**config.mk**
```make
export PLATFORM = sky130hd
export DESIGN_NAME = pmfsb_fault_status_bank
export DESIGN_NICKNAME = d
export VERILOG_FILES = /design/src/rtl/pmfsb_pkg.sv /design/src/rtl/pmfsb_flag_if.sv /design/src/rtl/pmfsb_fault_status_bank.sv /design/src/rtl/pmfsb_sticky_byte.sv
export VERILOG_INCLUDE_DIRS = /design/src /design/src/rtl
export SDC_FILE = /design/constraint.sdc
export NUM_CORES = 1
export LEC_CHECK = 0
export ABC_AREA = 1
export BUFFER_PORTS_ARGS = -buffer_cell sky130_fd_sc_hd__buf_2
export CAP_MARGIN = 5
export CORE_ASPECT_RATIO = 1.2
export CORE_MARGIN = 3
export CORE_UTILIZATION = 25
export CTS_CLUSTER_SIZE = 8
export DETAILED_ROUTE_END_ITERATION = 12
export HOLD_SLACK_MARGIN = 0.1
export PLACE_DENSITY_LB_ADDON = 0.05
export RECOVER_POWER = 25
export SETUP_SLACK_MARGIN = 0.1
export SYNTH_ARGS = -nofsm -noshare
export SYNTH_HDL_FRONTEND = slang
export SYNTH_SLANG_ARGS = --single-unit
export TNS_END_PERCENT = 30
```
**constraint.sdc**
```tcl
create_clock -name ref_clk_i -period 1 [get_ports ref_clk_i]
set_clock_uncertainty 0.1 [all_clocks]
set_input_delay 0.25 -clock ref_clk_i [delete_from_list [all_inputs] [get_ports ref_clk_i]]
set_output_delay 0.25 -clock ref_clk_i [all_outputs]
set_load 0.005 [all_outputs]
```
**src/rtl/pmfsb_consts.svh**
```systemverilog
/*
 * Command codes, bit positions, reset values and masks of the fault status bank.
 * Assumes inclusion by bare name from the design files; definitions only.
 */
`ifndef PMFSB_CONSTS_SVH
`define PMFSB_CONSTS_SVH

// ----------------------------------------------------------------
// Command codes seen by the bank
// ----------------------------------------------------------------
`define PMFSB_CMD_COMM_LOGIC 8'h7E
`define PMFSB_CMD_VENDOR 8'h80
`define PMFSB_CMD_PIN_STATE 8'hE5
`define PMFSB_CMD_HEALTH 8'hEF
`define PMFSB_CMD_ECC_INFO 8'hB6
`define PMFSB_CMD_MASK_CML 8'hF0
`define PMFSB_CMD_MASK_VND 8'hF1

// ----------------------------------------------------------------
// Fault byte layouts
// ----------------------------------------------------------------
`define PMFSB_CML_IMPL 8'hFB
`define PMFSB_VND_IMPL 8'hFD
`define PMFSB_VND_W1C 8'hF5
`define PMFSB_VND_LOG_BIT 3
`define PMFSB_CML_MASK_RST 8'h00
`define PMFSB_VND_MASK_RST 8'h11

// ----------------------------------------------------------------
// Status word and ECC word layouts
// ----------------------------------------------------------------
`define PMFSB_SUMMARY_BIT 12
`define PMFSB_ECC_BIT 5
`define PMFSB_ECC_RST 1'b1

`endif

```
**src/rtl/pmfsb_pkg.sv**
```systemverilog
/*
 * Types shared by the fault status bank modules.
 * Assumes nothing beyond a SystemVerilog compiler.
 */
package pmfsb_pkg;
    // ----------------------------------------------------------------
    // Data widths
    // ----------------------------------------------------------------
    typedef logic [7:0] pmfsb_byte_t;  // One status byte
    typedef logic [15:0] pmfsb_word_t; // One two-byte value
endpackage : pmfsb_pkg

```
**src/rtl/pmfsb_flag_if.sv**
```systemverilog
/*
 * Carrier between the bank top and one sticky fault byte.
 * Assumes the top drives set and clear terms on the same clock as the byte.
 */
`timescale 1ns/1ns
interface pmfsb_flag_if;
    pmfsb_pkg::pmfsb_byte_t set;     // Fault events, one-cycle pulses
    pmfsb_pkg::pmfsb_byte_t clr_w1c; // Write-one clear pattern
    logic clr_all;                   // Clear-all pulse
    logic clr_log;                   // Log-clear pulse
    pmfsb_pkg::pmfsb_byte_t q;       // Latched fault byte

    // ----------------------------------------------------------------
    // Views
    // ----------------------------------------------------------------
    modport owner (output set, output clr_w1c, output clr_all, output clr_log, input q);
    modport flags (input set, input clr_w1c, input clr_all, input clr_log, output q);
endinterface : pmfsb_flag_if

```
**src/rtl/pmfsb_fault_status_bank.sv**
```systemverilog
/*
 * Status and diagnostic register bank of a digital power controller.
 * Assumes a serial protocol engine on ref_clk_i presents decoded command
 * reads and writes, and fault sources give one-cycle event pulses.
 */
`timescale 1ns/1ns
`include "pmfsb_consts.svh"
// Function
// - Comm/logic byte bit layout, bit 2 zero
// - Writing one clears only that bit
// - Unmasked set fault bits raise alert
// - Vendor byte bit layout
// - Any vendor bit sets summary bit
// - Log-present bit cleared only by log-clear
// - Pin word bits 15 to 10
// - Pin word bits 9 to 4
// - Pin word bits 3 to 0
// - Pin word read-only, one means true
// - Health byte layout, read-only
// - ECC word bit 5, rest zero
// - ECC bit refreshed on four events
// - Vendor alert mask resets to 0x11
// - Summary flag at status word bit 12
module pmfsb_fault_status_bank (
    input wire logic ref_clk_i,          // Core clock, 100 MHz
    input wire logic nrst_i,             // Async reset, active low
    input wire logic [7:0] cmd_code_i,   // Decoded command code
    input wire logic cmd_rd_i,           // Read strobe, one cycle
    input wire logic cmd_wr_i,           // Write strobe, one cycle
    input wire logic [15:0] cmd_wdata_i, // Write data
    output logic [15:0] cmd_rdata_o,     // Read data, registered
    output logic cmd_err_o,              // Unsupported access pulse
    input wire logic clear_faults_i,     // Clear-all-faults pulse
    input wire logic fault_log_clear_i,  // Fault-log-clear pulse
    input wire logic [7:0] cml_evt_i,    // Comm/logic fault events
    input wire logic [7:0] vnd_evt_i,    // Vendor fault events
    input wire logic core_ov_i,          // Core supply overvoltage
    input wire logic core_uv_i,          // Core supply undervoltage
    input wire logic adc_invalid_i,      // ADC values not valid
    input wire logic sync_ext_i,         // Sync pin clocked externally
    input wire logic [1:0] pgood_i,      // Channel power good
    input wire logic [1:0] run_drv_low_i,   // Device pulls run pins low
    input wire logic [1:0] fault_drv_low_i, // Device pulls fault pins low
    input wire logic channel0_run_pin_i,   // Run pin level, channel 0
    input wire logic channel1_run_pin_i,   // Run pin level, channel 1
    input wire logic channel0_fault_pin_i, // Fault pin level, channel 0
    input wire logic channel1_fault_pin_i, // Fault pin level, channel 1
    input wire logic wp_pin_i,           // Write-protect pin level
    input wire logic busy_i,             // Controller busy
    input wire logic calc_pending_i,     // Calculations pending
    input wire logic out_transition_i,   // Outputs in transition
    input wire logic nvm_init_i,         // Nonvolatile memory ready
    input wire logic share_tmo_i,        // Shared timebase clock timeout
    input wire logic ecc_corr_i,         // Memory reports corrections made
    input wire logic restore_all_i,      // Restore-all-user pulse
    input wire logic reset_cmd_i,        // Reset command pulse
    input wire logic bulk_read_i,        // Memory bulk read done pulse
    output logic alert_o,                // Alert request, active high
    output logic vendor_summary_flag_o,  // Status word bit 12 source
    output logic [15:0] status_word_hi_o // Status word bits this bank owns
);
    // ----------------------------------------------------------------
    // Sticky fault bytes
    // ----------------------------------------------------------------
    pmfsb_flag_if cml_if ();  // Comm/logic byte carrier
    pmfsb_flag_if vnd_if ();  // Vendor byte carrier

    // Access decode
    wire logic sel_cml;   // Comm/logic byte selected
    wire logic sel_vnd;   // Vendor byte selected
    wire logic sel_pin;   // Pin word selected
    wire logic sel_hlth;  // Health byte selected
    wire logic sel_ecc;   // ECC word selected
    wire logic sel_mcml;  // Comm/logic mask selected
    wire logic sel_mvnd;  // Vendor mask selected
    wire logic sel_any;   // Any known code
    wire logic sel_ro;    // Read-only register selected

    assign sel_cml = (cmd_code_i == `PMFSB_CMD_COMM_LOGIC);
    assign sel_vnd = (cmd_code_i == `PMFSB_CMD_VENDOR);
    assign sel_pin = (cmd_code_i == `PMFSB_CMD_PIN_STATE);
    assign sel_hlth = (cmd_code_i == `PMFSB_CMD_HEALTH);
    assign sel_ecc = (cmd_code_i == `PMFSB_CMD_ECC_INFO);
    assign sel_mcml = (cmd_code_i == `PMFSB_CMD_MASK_CML);
    assign sel_mvnd = (cmd_code_i == `PMFSB_CMD_MASK_VND);
    assign sel_ro = sel_pin | sel_hlth | sel_ecc;
    assign sel_any = sel_cml | sel_vnd | sel_ro | sel_mcml | sel_mvnd;

    // Drive fault byte carriers
    assign cml_if.set = cml_evt_i;
    assign cml_if.clr_w1c = (cmd_wr_i && sel_cml) ? cmd_wdata_i[7:0] : 8'h00;
    assign cml_if.clr_all = clear_faults_i;
    assign cml_if.clr_log = 1'b0;
    assign vnd_if.set = vnd_evt_i;
    assign vnd_if.clr_w1c = (cmd_wr_i && sel_vnd) ? cmd_wdata_i[7:0] : 8'h00;
    assign vnd_if.clr_all = clear_faults_i;
    assign vnd_if.clr_log = fault_log_clear_i;

    // Comm/logic byte, bit 2 absent
    pmfsb_sticky_byte #(
        .IMPL(`PMFSB_CML_IMPL),
        .W1C(`PMFSB_CML_IMPL),
        .ALLCLR(`PMFSB_CML_IMPL),
        .LOGCLR(8'h00)
    ) u_cml (
        .ref_clk_i(ref_clk_i),
        .nrst_i(nrst_i),
        .fl(cml_if)
    );

    // Vendor byte, bit 1 absent, bit 3 log-clear only
    pmfsb_sticky_byte #(
        .IMPL(`PMFSB_VND_IMPL),
        .W1C(`PMFSB_VND_W1C),
        .ALLCLR(`PMFSB_VND_W1C),
        .LOGCLR(8'h01 << `PMFSB_VND_LOG_BIT)
    ) u_vnd (
        .ref_clk_i(ref_clk_i),
        .nrst_i(nrst_i),
        .fl(vnd_if)
    );

    // ----------------------------------------------------------------
    // Alert masks
    // ----------------------------------------------------------------
    logic [7:0] mask_cml_q;  // Comm/logic alert mask
    logic [7:0] mask_vnd_q;  // Vendor alert mask

    // Mask registers, written by command
    always_ff @(posedge ref_clk_i or negedge nrst_i) begin
        if (!nrst_i) begin
            mask_cml_q <= `PMFSB_CML_MASK_RST;
            mask_vnd_q <= `PMFSB_VND_MASK_RST;
        end else begin
            if (cmd_wr_i && sel_mcml) begin
                mask_cml_q <= cmd_wdata_i[7:0];
            end
            if (cmd_wr_i && sel_mvnd) begin
                mask_vnd_q <= cmd_wdata_i[7:0];
            end
        end
    end

    // ----------------------------------------------------------------
    // Alert and summary
    // ----------------------------------------------------------------
    wire logic alert_d;    // Any unmasked fault held
    wire logic summary_d;  // Any vendor bit held
    logic alert_q;         // Registered alert
    logic summary_q;       // Registered summary

    assign alert_d = |(cml_if.q & ~mask_cml_q) | |(vnd_if.q & ~mask_vnd_q);
    assign summary_d = |vnd_if.q;

    // Alert and summary registers
    always_ff @(posedge ref_clk_i or negedge nrst_i) begin
        if (!nrst_i) begin
            alert_q <= 1'b0;
            summary_q <= 1'b0;
        end else begin
            alert_q <= alert_d;
            summary_q <= summary_d;
        end
    end

    assign alert_o = alert_q;
    assign vendor_summary_flag_o = summary_q;
    assign status_word_hi_o = {3'b000, summary_q, 12'h000};

    // ----------------------------------------------------------------
    // Pin synchronisers
    // ----------------------------------------------------------------
    wire logic [4:0] pin_raw;  // Raw pin levels
    logic [4:0] pin_s1_q;      // First stage
    logic [4:0] pin_s2_q;      // Second stage
    logic [4:0] pin_s3_q;      // Third stage
    logic [4:0] pin_q;         // Accepted levels
    wire logic [4:0] pin_agree; // Stages two and three agree
    wire logic [4:0] pin_d;    // Next accepted levels

    assign pin_raw = {wp_pin_i, channel1_run_pin_i, channel0_run_pin_i, channel1_fault_pin_i, channel0_fault_pin_i};
    assign pin_agree = ~(pin_s2_q ^ pin_s3_q);
    assign pin_d = (pin_agree & pin_s3_q) | (~pin_agree & pin_q);

    // Three-stage sampling, accept on agreement
    always_ff @(posedge ref_clk_i or negedge nrst_i) begin
        if (!nrst_i) begin
            pin_s1_q <= 5'h00;
            pin_s2_q <= 5'h00;
            pin_s3_q <= 5'h00;
            pin_q <= 5'h00;
        end else begin
            pin_s1_q <= pin_raw;
            pin_s2_q <= pin_s1_q;
            pin_s3_q <= pin_s2_q;
            pin_q <= pin_d;
        end
    end

    // ----------------------------------------------------------------
    // ECC status
    // ----------------------------------------------------------------
    logic por_pend_q;   // Refresh owed after power-on reset
    logic ecc_ok_q;     // One when no corrections made
    wire logic ecc_refresh; // Any refresh cause

    assign ecc_refresh = por_pend_q | restore_all_i | reset_cmd_i | bulk_read_i;

    // Capture ECC result on each refresh cause
    always_ff @(posedge ref_clk_i or negedge nrst_i) begin
        if (!nrst_i) begin
            por_pend_q <= 1'b1;
            ecc_ok_q <= `PMFSB_ECC_RST;
        end else begin
            por_pend_q <= 1'b0;
            if (ecc_refresh) begin
                ecc_ok_q <= ~ecc_corr_i;
            end
        end
    end

    // ----------------------------------------------------------------
    // Read assembly
    // ----------------------------------------------------------------
    wire logic [15:0] pin_word;   // Pin-state snapshot
    wire logic [7:0] hlth_byte;   // Common health byte
    wire logic [15:0] ecc_word;   // ECC info word
    wire logic [15:0] rd_mux;     // Selected read value

    assign pin_word = {core_ov_i, core_uv_i, 2'b00, adc_invalid_i, sync_ext_i,
                       pgood_i, run_drv_low_i, pin_q[3:2],
                       fault_drv_low_i, pin_q[1:0]};
    assign hlth_byte = {~alert_q, ~busy_i, ~calc_pending_i, ~out_transition_i,
                        nvm_init_i, 1'b0, share_tmo_i, pin_q[4]};
    assign ecc_word = {10'h000, ecc_ok_q, 5'h00};
    assign rd_mux = sel_cml ? {8'h00, cml_if.q} :
                    sel_vnd ? {8'h00, vnd_if.q} :
                    sel_pin ? pin_word :
                    sel_hlth ? {8'h00, hlth_byte} :
                    sel_ecc ? ecc_word :
                    sel_mcml ? {8'h00, mask_cml_q} :
                    sel_mvnd ? {8'h00, mask_vnd_q} : 16'h0000;

    // Registered read data and error pulse
    always_ff @(posedge ref_clk_i or negedge nrst_i) begin
        if (!nrst_i) begin
            cmd_rdata_o <= 16'h0000;
            cmd_err_o <= 1'b0;
        end else begin
            if (cmd_rd_i) begin
                cmd_rdata_o <= rd_mux;
            end
            cmd_err_o <= ((cmd_rd_i || cmd_wr_i) && !sel_any) || (cmd_wr_i && sel_ro);
        end
    end
endmodule : pmfsb_fault_status_bank

```
**src/rtl/pmfsb_sticky_byte.sv**
```systemverilog
/*
 * One sticky fault byte: events latch, write-one and clear-all release.
 * Assumes events are synchronous to ref_clk_i.
 */
`timescale 1ns/1ns
`include "pmfsb_consts.svh"
module pmfsb_sticky_byte #(
    parameter logic [7:0] IMPL = 8'hFF,    // Bits that exist
    parameter logic [7:0] W1C = 8'hFF,     // Bits that writing one clears
    parameter logic [7:0] ALLCLR = 8'hFF,  // Bits that clear-all releases
    parameter logic [7:0] LOGCLR = 8'h00   // Bits that log-clear releases
) (
    input wire logic ref_clk_i,   // Core clock
    input wire logic nrst_i,      // Async reset, active low
    pmfsb_flag_if.flags fl        // Set, clear and value
);
    // ----------------------------------------------------------------
    // Clear and next-value terms
    // ----------------------------------------------------------------
    wire logic [7:0] clr_pat;     // Combined release pattern
    wire logic [7:0] q_d;         // Next byte value
    logic [7:0] q_q;              // Latched byte

    assign clr_pat = (fl.clr_w1c & W1C) | ({8{fl.clr_all}} & ALLCLR) | ({8{fl.clr_log}} & LOGCLR);
    // Set wins over a clear in the same cycle
    assign q_d = ((q_q & ~clr_pat) | fl.set) & IMPL;
    assign fl.q = q_q;

    // Byte storage
    always_ff @(posedge ref_clk_i or negedge nrst_i) begin
        if (!nrst_i) begin
            q_q <= 8'h00;
        end else begin
            q_q <= q_d;
        end
    end
endmodule : pmfsb_sticky_byte

```
==> results.toml, run 1 <==
[status]
run_status = "finished, violations left"
violations = "negative setup slack"

[pwr]
cellInternalPower_mw = 5.64
combinationalPowerShare_pct = 13.4
p_sw_share_pct = 24.4
p_sw_mw = 1.83
power.density_cell_area_nw_per_um2 = 1420
sequential_share_of_power_pct = 40.9
clock_network_power_share_pct = 45.7
finalPower_mw = 7.47
power.static_leakage_nw = 2.70
ir_drop_mv = 0.693

[floorplanning]
fp.dieW_um = 111
dieArea_um2 = 14700
design.portCount = 105
fp.dieH_um = 132
core-area_um2 = 12800
num_rows = 45
initial_utilization_pct = 25.9

[clock_tree]
clock_tree.root_cell = "clkbuf_16"
clock_insertion_delay_worst_skew_ps = 330
cts_tree = "built"
cts-buffers-inserted = 9
cts-root-to-sink-buffers = 2
cts.hold.buffers_added = 15
clock_tree.htree_level_count = 3
numClockSinks = 69
path_clk_slew_ps = 60

[finish]
final_cell_mix = "buf_2 (70), dfrtp_1 (65), buf_4 (65)"
fillers = 1295
sequential_cell_area_um2 = 1730
layout.nets = 595
final_common_cell = "buf_2"
drive_above_1_share_pct = 48.3
multiInputGateArea_um2 = 1550
postLayoutCellArea_um2 = 5270
finalNonFillerCells = 694
diodes = 0
layout-area-overhead-vs-synth_pct = 58.5

[logic_synthesis]
syn-instance-count = 351
yosysWarningCount = 0
synth.area.top_cells = "dfrtp_1 (49%), nand2_1 (8.2%), buf_4 (4.1%), inv_1 (4.1%), nand3_1 (3.8%)"
seq_area_frac_synth_pct = 52.1
yosys_register_bits = 69
synth_top_cell_by_area = "dfrtp_1"
post_synth.cell_area_avg_um2 = 9.47
synth_top_area_share_pct = 48.9
post_synthesis_cell_area_um2 = 3330
yosysUniqueCellTypes = 36

[routing]
postRouteAntennaNets = 0
detail_route.drc_violations = 0
detail_route.wl_per_cell_um = 15.1
vias = 2938
drt_iter0_drc = 111
detailedRoute.firstPassIterationCount = 4
vias_per_cell = 4.23
drt-total-wl_um = 10500

[placed_design]
dp_cells = 641
place_area_um2 = 4370
detailed_place_hpwl_um = 7870
gp_congestion = 0.781
place.port_buffers = 77

[worst_setup_path]
critical_path.max_fanout = 2
critPathSlowestCell = "dfrtp_1"
critical_path_class = "reg2out"
critPathTopFamily = "flip-flops"
critical_path.cell_chain = "buf_2"
worstPathRequired_ps = 650
cp.buffers_inverters = 1
cp_data_arrival_time_ps = 890
worst_path_largest_cell_delay_ps = 410
timing.critical_path.from_type = "flip-flop"
worst_setup_path_end_kind = "output pin"

[timing]
timing_max_transition_violations_final = 0
timing.final.ws_setup_ps = -237
setup_viol = 104
fmax_mhz = 809
layout_worst_path_cycle_share_pct = 124
hold_viol_final = 0
slew_headroom_pct = 66.7
fin_crit_ps = 1240
hold-worst-slack_ps = 1.72
tightest_slew_ps = 500
rsz0062_at_grt = "yes"

[global_route]
global_route_wire_length_before_repair_um = 16800
antenna_found_initial = 0
grt_max_degree = 32
grt_util_all_layers_pct = 14.7
grt_pass1_vias = 3062
gr-total-overflow = 0

[flow_run]
drv.max_cap_violation_count = 0

[hold_path]
worst_hold_path_type = "in2reg"
-- stage by stage --
| step | setup WS [ps] | utilization [%] | setup TNS, ps |
|---|---|---|---|
| floorplan | -277 | - | -6350 |
| finish | -237 | 41.1 | -7450 |
| CTS | -245 | 39.9 | -5960 |
| global route | -259 | 41.1 | -18170 |
| detailed placement | -586 | 34.1 | -22940 |
| global placement | -575 | 34.1 | -22620 |
-- timing repair --
action / 4_1_cts / 5_1_grt
buffers inserted: 12 / 8
gates cloned: 3 / 0
endpoints found under the setup margin: 70 / 88
hold endpoints to repair: 98 / 16
pin swaps: 25 / 30
resized for setup: 50 / 31
-- synthesized netlist by cell type --
master and number:
o21ai_2 1, mux2_4 6, buf_2 2, nand2_2 6
dfrtp_1 65, inv_2 7, dfstp_2 4, nor2_2 3
nor2_8 3, inv_4 1, a21oi_1 6, nand3b_1 3
nor2_1 22, o211ai_1 1, o21ai_0 5, conb_1 1
inv_1 36, o22ai_1 6, nand2_1 73, nand2_4 4
maj3_1 5, mux2_1 2, a31o_1 13, nand4_1 5
o21ai_1 8, o21bai_1 1, nand3_1 25, buf_4 18
clkbuf_1 3, nor3_1 3, or2_2 2, buf_6 2
nor3_4 1, a221oi_1 2, nor4_1 3, nor2_4 3
-- path summary, 6_finish.rpt --
kind	startpoint	end	slack, ps	cells after the start
hold / removal	cml_evt_i[0]	u_cml.fl.q[0]	2	2
setup reg to reg	u_vnd.fl.q[7]	alert_o	-170	4
min in group asynchronous	nrst_i	u_vnd.fl.q[2]	280	2
setup / recovery	alert_o	alert_o	-240	1
max in group asynchronous	nrst_i	mask_vnd_q[0]	-70	3
hold reg to reg	pin_s1_q[0]	pin_s2_q[0]	240	0
-- cells by family (layout without fill, tap and decap cells) --
family / after synthesis / after routing / share of synthesized area, %
adder cells (fa/ha/maj): 5 / 5 / 1.50
AND/OR/NAND/NOR: 156 / 158 / 23.9
buffers and inverters: 69 / 229 / 10.4
flip-flops: 69 / 69 / 52.1
multiplexers: 8 / 8 / 3.39
AO/OA/AOI/OAI: 43 / 43 / 8.65
other: 1 / 18 / 0.113
-- final cells by class --
| class | instances | area share [%] |
|---|---|---|
| clock buffer | 9 | 4.27 |
| inverter | 44 | 4.34 |
| sequential | 69 | 32.8 |
| timing repair buffer | 168 | 23.5 |
| multi-input combinational | 232 | 29.3 |
| timing repair inverter | 1 | 0.166 |
| clock inverter | 7 | 1.71 |
| tap | 164 | 3.89 |
-- power groups by stage --
stage | Combinational, mW | Clock [mW] | Sequential, mW
6_report | 1.00 | 3.41 | 3.05
5_1_grt | 1.10 | 3.63 | 3.07
4_1_cts | 0.972 | 3.51 | 3.05
3_5_place_dp | 0.830 | 0 | 3.09
3_3_place_gp | 0.829 | 0 | 3.09
2_1_floorplan | 0.366 | 0 | 3.07
-- registers in the layout, summed over array words and instances (netlist names), 5 cells and up, named ones only --
signal	count
cmd_rdata_o	14
mask_cml_q	8
mask_vnd_q	8
pin_s1_q	5
pin_s2_q	5
pin_s3_q	5
u_cml.fl.q	7
u_vnd.fl.q	7
-- layer usage --
layer  track usage, %  wire [µm]  vias to the layer above
met5                0          0                        -
met4             5.07        150                        0
met3             3.63        500                       10
met2             23.4       4910                       83
met1             19.7       4940                     1381
li1                 -          -                     1464
No activity file was read; power rests on OpenSTA's default activity.
==> inputs of run 2 (changes only) <==
BUFFER_PORTS_ARGS = default   (was -buffer_cell sky130_fd_sc_hd__buf_2)
DONT_BUFFER_PORTS = 1   (was default)
GPL_ROUTABILITY_DRIVEN = 0   (was default)
==> run 2 against run 1 <==
Compared with the run above:
- the run ends with negative hold slack, negative setup slack left
- sequential cell count unchanged
- global-route usage decreased by 0.35 points
- sequential share of layout area increased by 0.83 points
- largest power group is now sequential cells
==> results.toml, run 2 (synthesis results as in run 1) <==
[placed_design]
place.port_buffers = 0
place_worst_setup_slack_ps = -350
detailed_place_hpwl_um = 7690
place_area_um2 = 4030

[pwr]
sequential_share_of_power_pct = 45.0
power.density_cell_area_nw_per_um2 = 1320
p_sw_share_pct = 24.0
p_sw_mw = 1.63
finalPower_mw = 6.82
cellInternalPower_mw = 5.18
ir_drop_mv = 0.822
combinationalPowerShare_pct = 12.3
clock_network_power_share_pct = 42.8
power.static_leakage_nw = 2.53

[status]
run_status = "finished, violations left"
violations = "negative hold slack, negative setup slack"

[clock_tree]
path_clk_slew_ps = 50
cts_tree = "built"
numClockSinks = 69
cts-root-to-sink-buffers = 2
clock_insertion_delay_worst_skew_ps = 330
cts.hold.buffers_added = 35
cts-buffers-inserted = 9
clock_tree.root_cell = "clkbuf_16"
clock_tree.htree_level_count = 3

[worst_setup_path]
cp.buffers_inverters = 1
timing.critical_path.from_type = "flip-flop"
critPathTopFamily = "flip-flops"
critPathSlowestCell = "dfrtp_1"
critical_path_class = "reg2out"
worst_path_largest_cell_delay_ps = 420
critical_path.cell_chain = "buf_6"
cp_data_arrival_time_ps = 890
worst_setup_path_end_kind = "output pin"
ff2ff_setup_slack_ps = -230
worstPathRequired_ps = 650
critical_path.max_fanout = 2

[finish]
postLayoutCellArea_um2 = 5150
diodes = 0
most_flop_heavy_register = "cmd_rdata_o"
final_cell_mix = "dfrtp_1 (64), nand2_1 (50), buf_4 (42)"
top_regs = "cmd_rdata_o (14), mask_cml_q (8), mask_vnd_q (8)"
layout-area-overhead-vs-synth_pct = 54.7
layout.nets = 534
postLayoutCoreUtil_pct = 40.1
final_common_cell = "dfrtp_1"
largest_register_ff_count = 14
fillers = 1283
drive_above_1_share_pct = 42.0

[timing]
hold_viol_final = 80
timing_max_transition_violations_final = 0
fin_tns_setup_ps = -2690
fin_crit_ps = 1240
setup_viol = 33
rsz0062_at_grt = "yes"
hold-worst-slack_ps = -492
layout_worst_path_cycle_share_pct = 124
timing.final.ws_setup_ps = -243
fmax_mhz = 805

[global_route]
gr-total-overflow = 0
antenna_found_initial = 0
grt_pass1_vias = 2965
grt_max_degree = 70
grt_util_all_layers_pct = 14.4
global_route_wire_length_before_repair_um = 16500

[routing]
drt_iter0_drc = 94
detailedRoute.firstPassIterationCount = 4
detail_route.drc_violations = 0
drt-total-wl_um = 10400
postRouteAntennaNets = 0
detail_route.wl_per_cell_um = 16.4
vias = 2762
vias_per_cell = 4.36

[floorplanning]
initial_utilization_pct = 25.9
core-area_um2 = 12800
dieArea_um2 = 14700
fp.dieW_um = 111
num_rows = 45
design.portCount = 105
fp.dieH_um = 132

[hold_path]
worst_hold_path_type = "in2async"

[flow_run]
drv.max_cap_violation_count = 0
## run 2: changes by cell type in the layout (fill, tap and decap cells not counted), moves of 7 or more
cell | previous run | this run
buf_6 | 12 | 31
buf_2 | 70 | 0
buf_4 | 65 | 42
dlymetal6s4s_1 | 0 | 7
nand2_2 | 10 | 18
dlygate4sd3_1 | 14 | 28
nand2_1 | 64 | 50
## run 2: path summary, 6_finish.rpt
path | start | to | depth (start not counted)
max | alert_o | alert_o | 1
min | nrst_i | u_vnd.fl.q[2] | 0
max reg2reg | mask_vnd_q[4] | alert_o | 3
min reg2reg | pin_s1_q[2] | pin_s2_q[2] | 0
max in group asynchronous | nrst_i | por_pend_q | 0
min in group ref_clk_i | restore_all_i | ecc_ok_q | 3
## run 2: what timing repair did
item / CTS / global route
hold endpoints to repair: 120 / 91
pin swaps: 57 / 51
gates cloned: 0 / 1
setup buffers: 5 / 6
gates resized for setup: 68 / 62
setup endpoints to repair: 59 / 69
## run 2: per-stage QoR
step	hold WS (ps)	std cells
floorplan	-146	368
CTS	-502	629
finish	-492	633
detailed placement	-141	573
global placement	-142	573
global route	-507	633
## run 2: layout make-up
class	count	area (µm²)	share of cell area, %
clock buffer	14	254	4.94
clock inverter	2	10.0	0.195
inverter	44	253	4.91
multi-input combinational	230	1620	31.5
sequential	69	1730	33.7
tap	164	205	3.99
timing repair buffer	109	1050	20.4
timing repair inverter	1	16.3	0.316
## run 2: routing by layer
metal	part of all wire [%]	GRT usage, %	vias up
met5	0	0	-
met4	1.7	5.68	0
met3	4.5	3.44	12
met2	48	22.5	74
met1	46	19.3	1335
li1	-	-	1341
## run 2: power by group through the flow
stage / logic, mW / clock network [mW] / registers, mW
3_3_place_gp: 0.558 / 0 / 3.10
6_report: 0.837 / 2.92 / 3.07
4_1_cts: 0.783 / 3.01 / 3.06
2_1_floorplan: 0.366 / 0 / 3.07
3_5_place_dp: 0.561 / 0 / 3.10
5_1_grt: 0.913 / 3.12 / 3.08
==> inputs of run 3 (changes only) <==
REMOVE_ABC_BUFFERS = 1   (was default)
==> run 3 against run 2 <==
Compared with the run above:
- the flow still finishes with violations (negative hold slack, negative setup slack)
- maximum frequency decreased by 5.2%
- non-clock buffer count increased by 3
- final cell count increased by 0.47%
- global-route usage decreased by 0.13 points
- worst setup slack got worse by 68 ps
- sequential power about the same
- die area unchanged
- first-iteration DRC count decreased by 12%
- worst hold slack got worse by 3.3 ps
- utilization decreased by 0.37 points
- clock power increased by 15%
- largest cell class unchanged
==> results.toml, run 3 (synthesis results as in run 1) <==
[clock_tree]
cts-root-to-sink-buffers = 2
clock_tree.htree_level_count = 3
cts.hold.buffers_added = 35
clock_insertion_delay_worst_skew_ps = 340
cts_tree = "built"
clock_tree.root_cell = "clkbuf_16"
cts-buffers-inserted = 9
numClockSinks = 69
path_clk_slew_ps = 60

[finish]
most_flop_heavy_register = "cmd_rdata_o"
postLayoutCellArea_um2 = 5100
fillers = 1313
sequential_cell_area_um2 = 1730
layout.nets = 537
final_common_cell = "dfrtp_1"
top_regs = "cmd_rdata_o (14), mask_cml_q (8), mask_vnd_q (8)"
multiInputGateArea_um2 = 1530
largest_register_ff_count = 14
drive_above_1_share_pct = 39.0
diodes = 0
final_cell_mix = "dfrtp_1 (65), nand2_1 (62), buf_4 (50)"
finalNonFillerCells = 636
postLayoutCoreUtil_pct = 39.7
layout-area-overhead-vs-synth_pct = 53.3

[timing]
fin_tns_setup_ps = -2880
rsz0062_at_grt = "yes"
fmax_mhz = 763
timing.final.ws_setup_ps = -311
hold_viol_final = 79
layout_worst_path_cycle_share_pct = 131
setup_viol = 32
fin_crit_ps = 1310
hold-worst-slack_ps = -495
timing_max_transition_violations_final = 0

[worst_setup_path]
timing.critical_path.from_type = "flip-flop"
critPathSlowestCell = "dfrtp_1"
worst_setup_path_end_kind = "output pin"
critical_path.cell_chain = "buf_6 > buf_6"
critPathTopFamily = "flip-flops"
worst_path_largest_cell_delay_ps = 390
worstPathRequired_ps = 650
crit_top_cell = "buf_6"
critical_path.max_fanout = 2
cp_data_arrival_time_ps = 960
cp.buffers_inverters = 2
critical_path_class = "reg2out"

[pwr]
finalPower_mw = 7.19
power.static_leakage_nw = 2.56
ir_drop_mv = 0.665
power.density_cell_area_nw_per_um2 = 1410

[floorplanning]
design.portCount = 105
fp.dieW_um = 111
initial_utilization_pct = 25.9
dieArea_um2 = 14700
core-area_um2 = 12800
fp.dieH_um = 132
num_rows = 45

[routing]
drt-total-wl_um = 10500
detail_route.wl_per_cell_um = 16.5
drt_iter0_drc = 83
detailedRoute.firstPassIterationCount = 4
vias = 2766
detail_route.drc_violations = 0
postRouteAntennaNets = 0
vias_per_cell = 4.35

[status]
run_status = "finished, violations left"
violations = "negative hold slack, negative setup slack"

[global_route]
gr-total-overflow = 0
use_met2_pct = 21.8
grt_max_degree = 70
grt.met3_usage_pct = 3.99
antenna_found_initial = 0
grt_pass1_vias = 2875
global_route_wire_length_before_repair_um = 16100
use_met1_pct = 19.0
grt_util_all_layers_pct = 14.3
grt-busiest-layer = "met2"

[placed_design]
place.port_buffers = 0
place_area_um2 = 3910
detailed_place_hpwl_um = 7450
place_worst_setup_slack_ps = -448
dp_cells = 571

[hold_path]
worst_hold_path_type = "in2async"

[flow_run]
drv.max_cap_violation_count = 0
-- run 3: power by group --
part           internal, mW  switching (mW)
registers              2.96           0.108
clock network          2.13            1.22
logic                 0.445           0.324
-- run 3: area by class of cell --
class / count / area share, %
repair buffers: 112 / 20.7
inverters: 44 / 4.91
well taps: 164 / 4.02
flip-flops and latches: 69 / 34.0
clock inverters: 3 / 0.834
clock buffers: 13 / 5.30
multi-input cells: 230 / 30.1
repair inverters: 1 / 0.221
-- run 3: layer usage --
layer	routed length (µm)	vias up
met2	4840	86
met1	4830	1328
li1	-	1342
met5	0	-
met4	193	0
met3	605	10
-- run 3: repair_timing --
item | 4_1_cts | 5_1_grt
gates resized for setup | 55 | 69
gates cloned | 0 | 1
endpoints found under the hold margin | 120 | 90
buffers inserted | 3 | 10
pin swaps | 31 | 36
setup endpoints to repair | 69 | 70
-- run 3: final timing paths --
check / startpoint / end / slack, ps / depth (start not counted)
max in group asynchronous: nrst_i / mask_vnd_q[4] / 1100 / 0
min in group ref_clk_i: cmd_rd_i / cmd_rdata_o[10] / -60 / 2
worst max register to register: mask_vnd_q[0] / alert_o / -170 / 3
worst min-delay path: nrst_i / pin_s2_q[3] / -490 / 0
worst min register to register: pin_s1_q[4] / pin_s2_q[4] / 250 / 0
worst max-delay path: alert_o / alert_o / -310 / 2
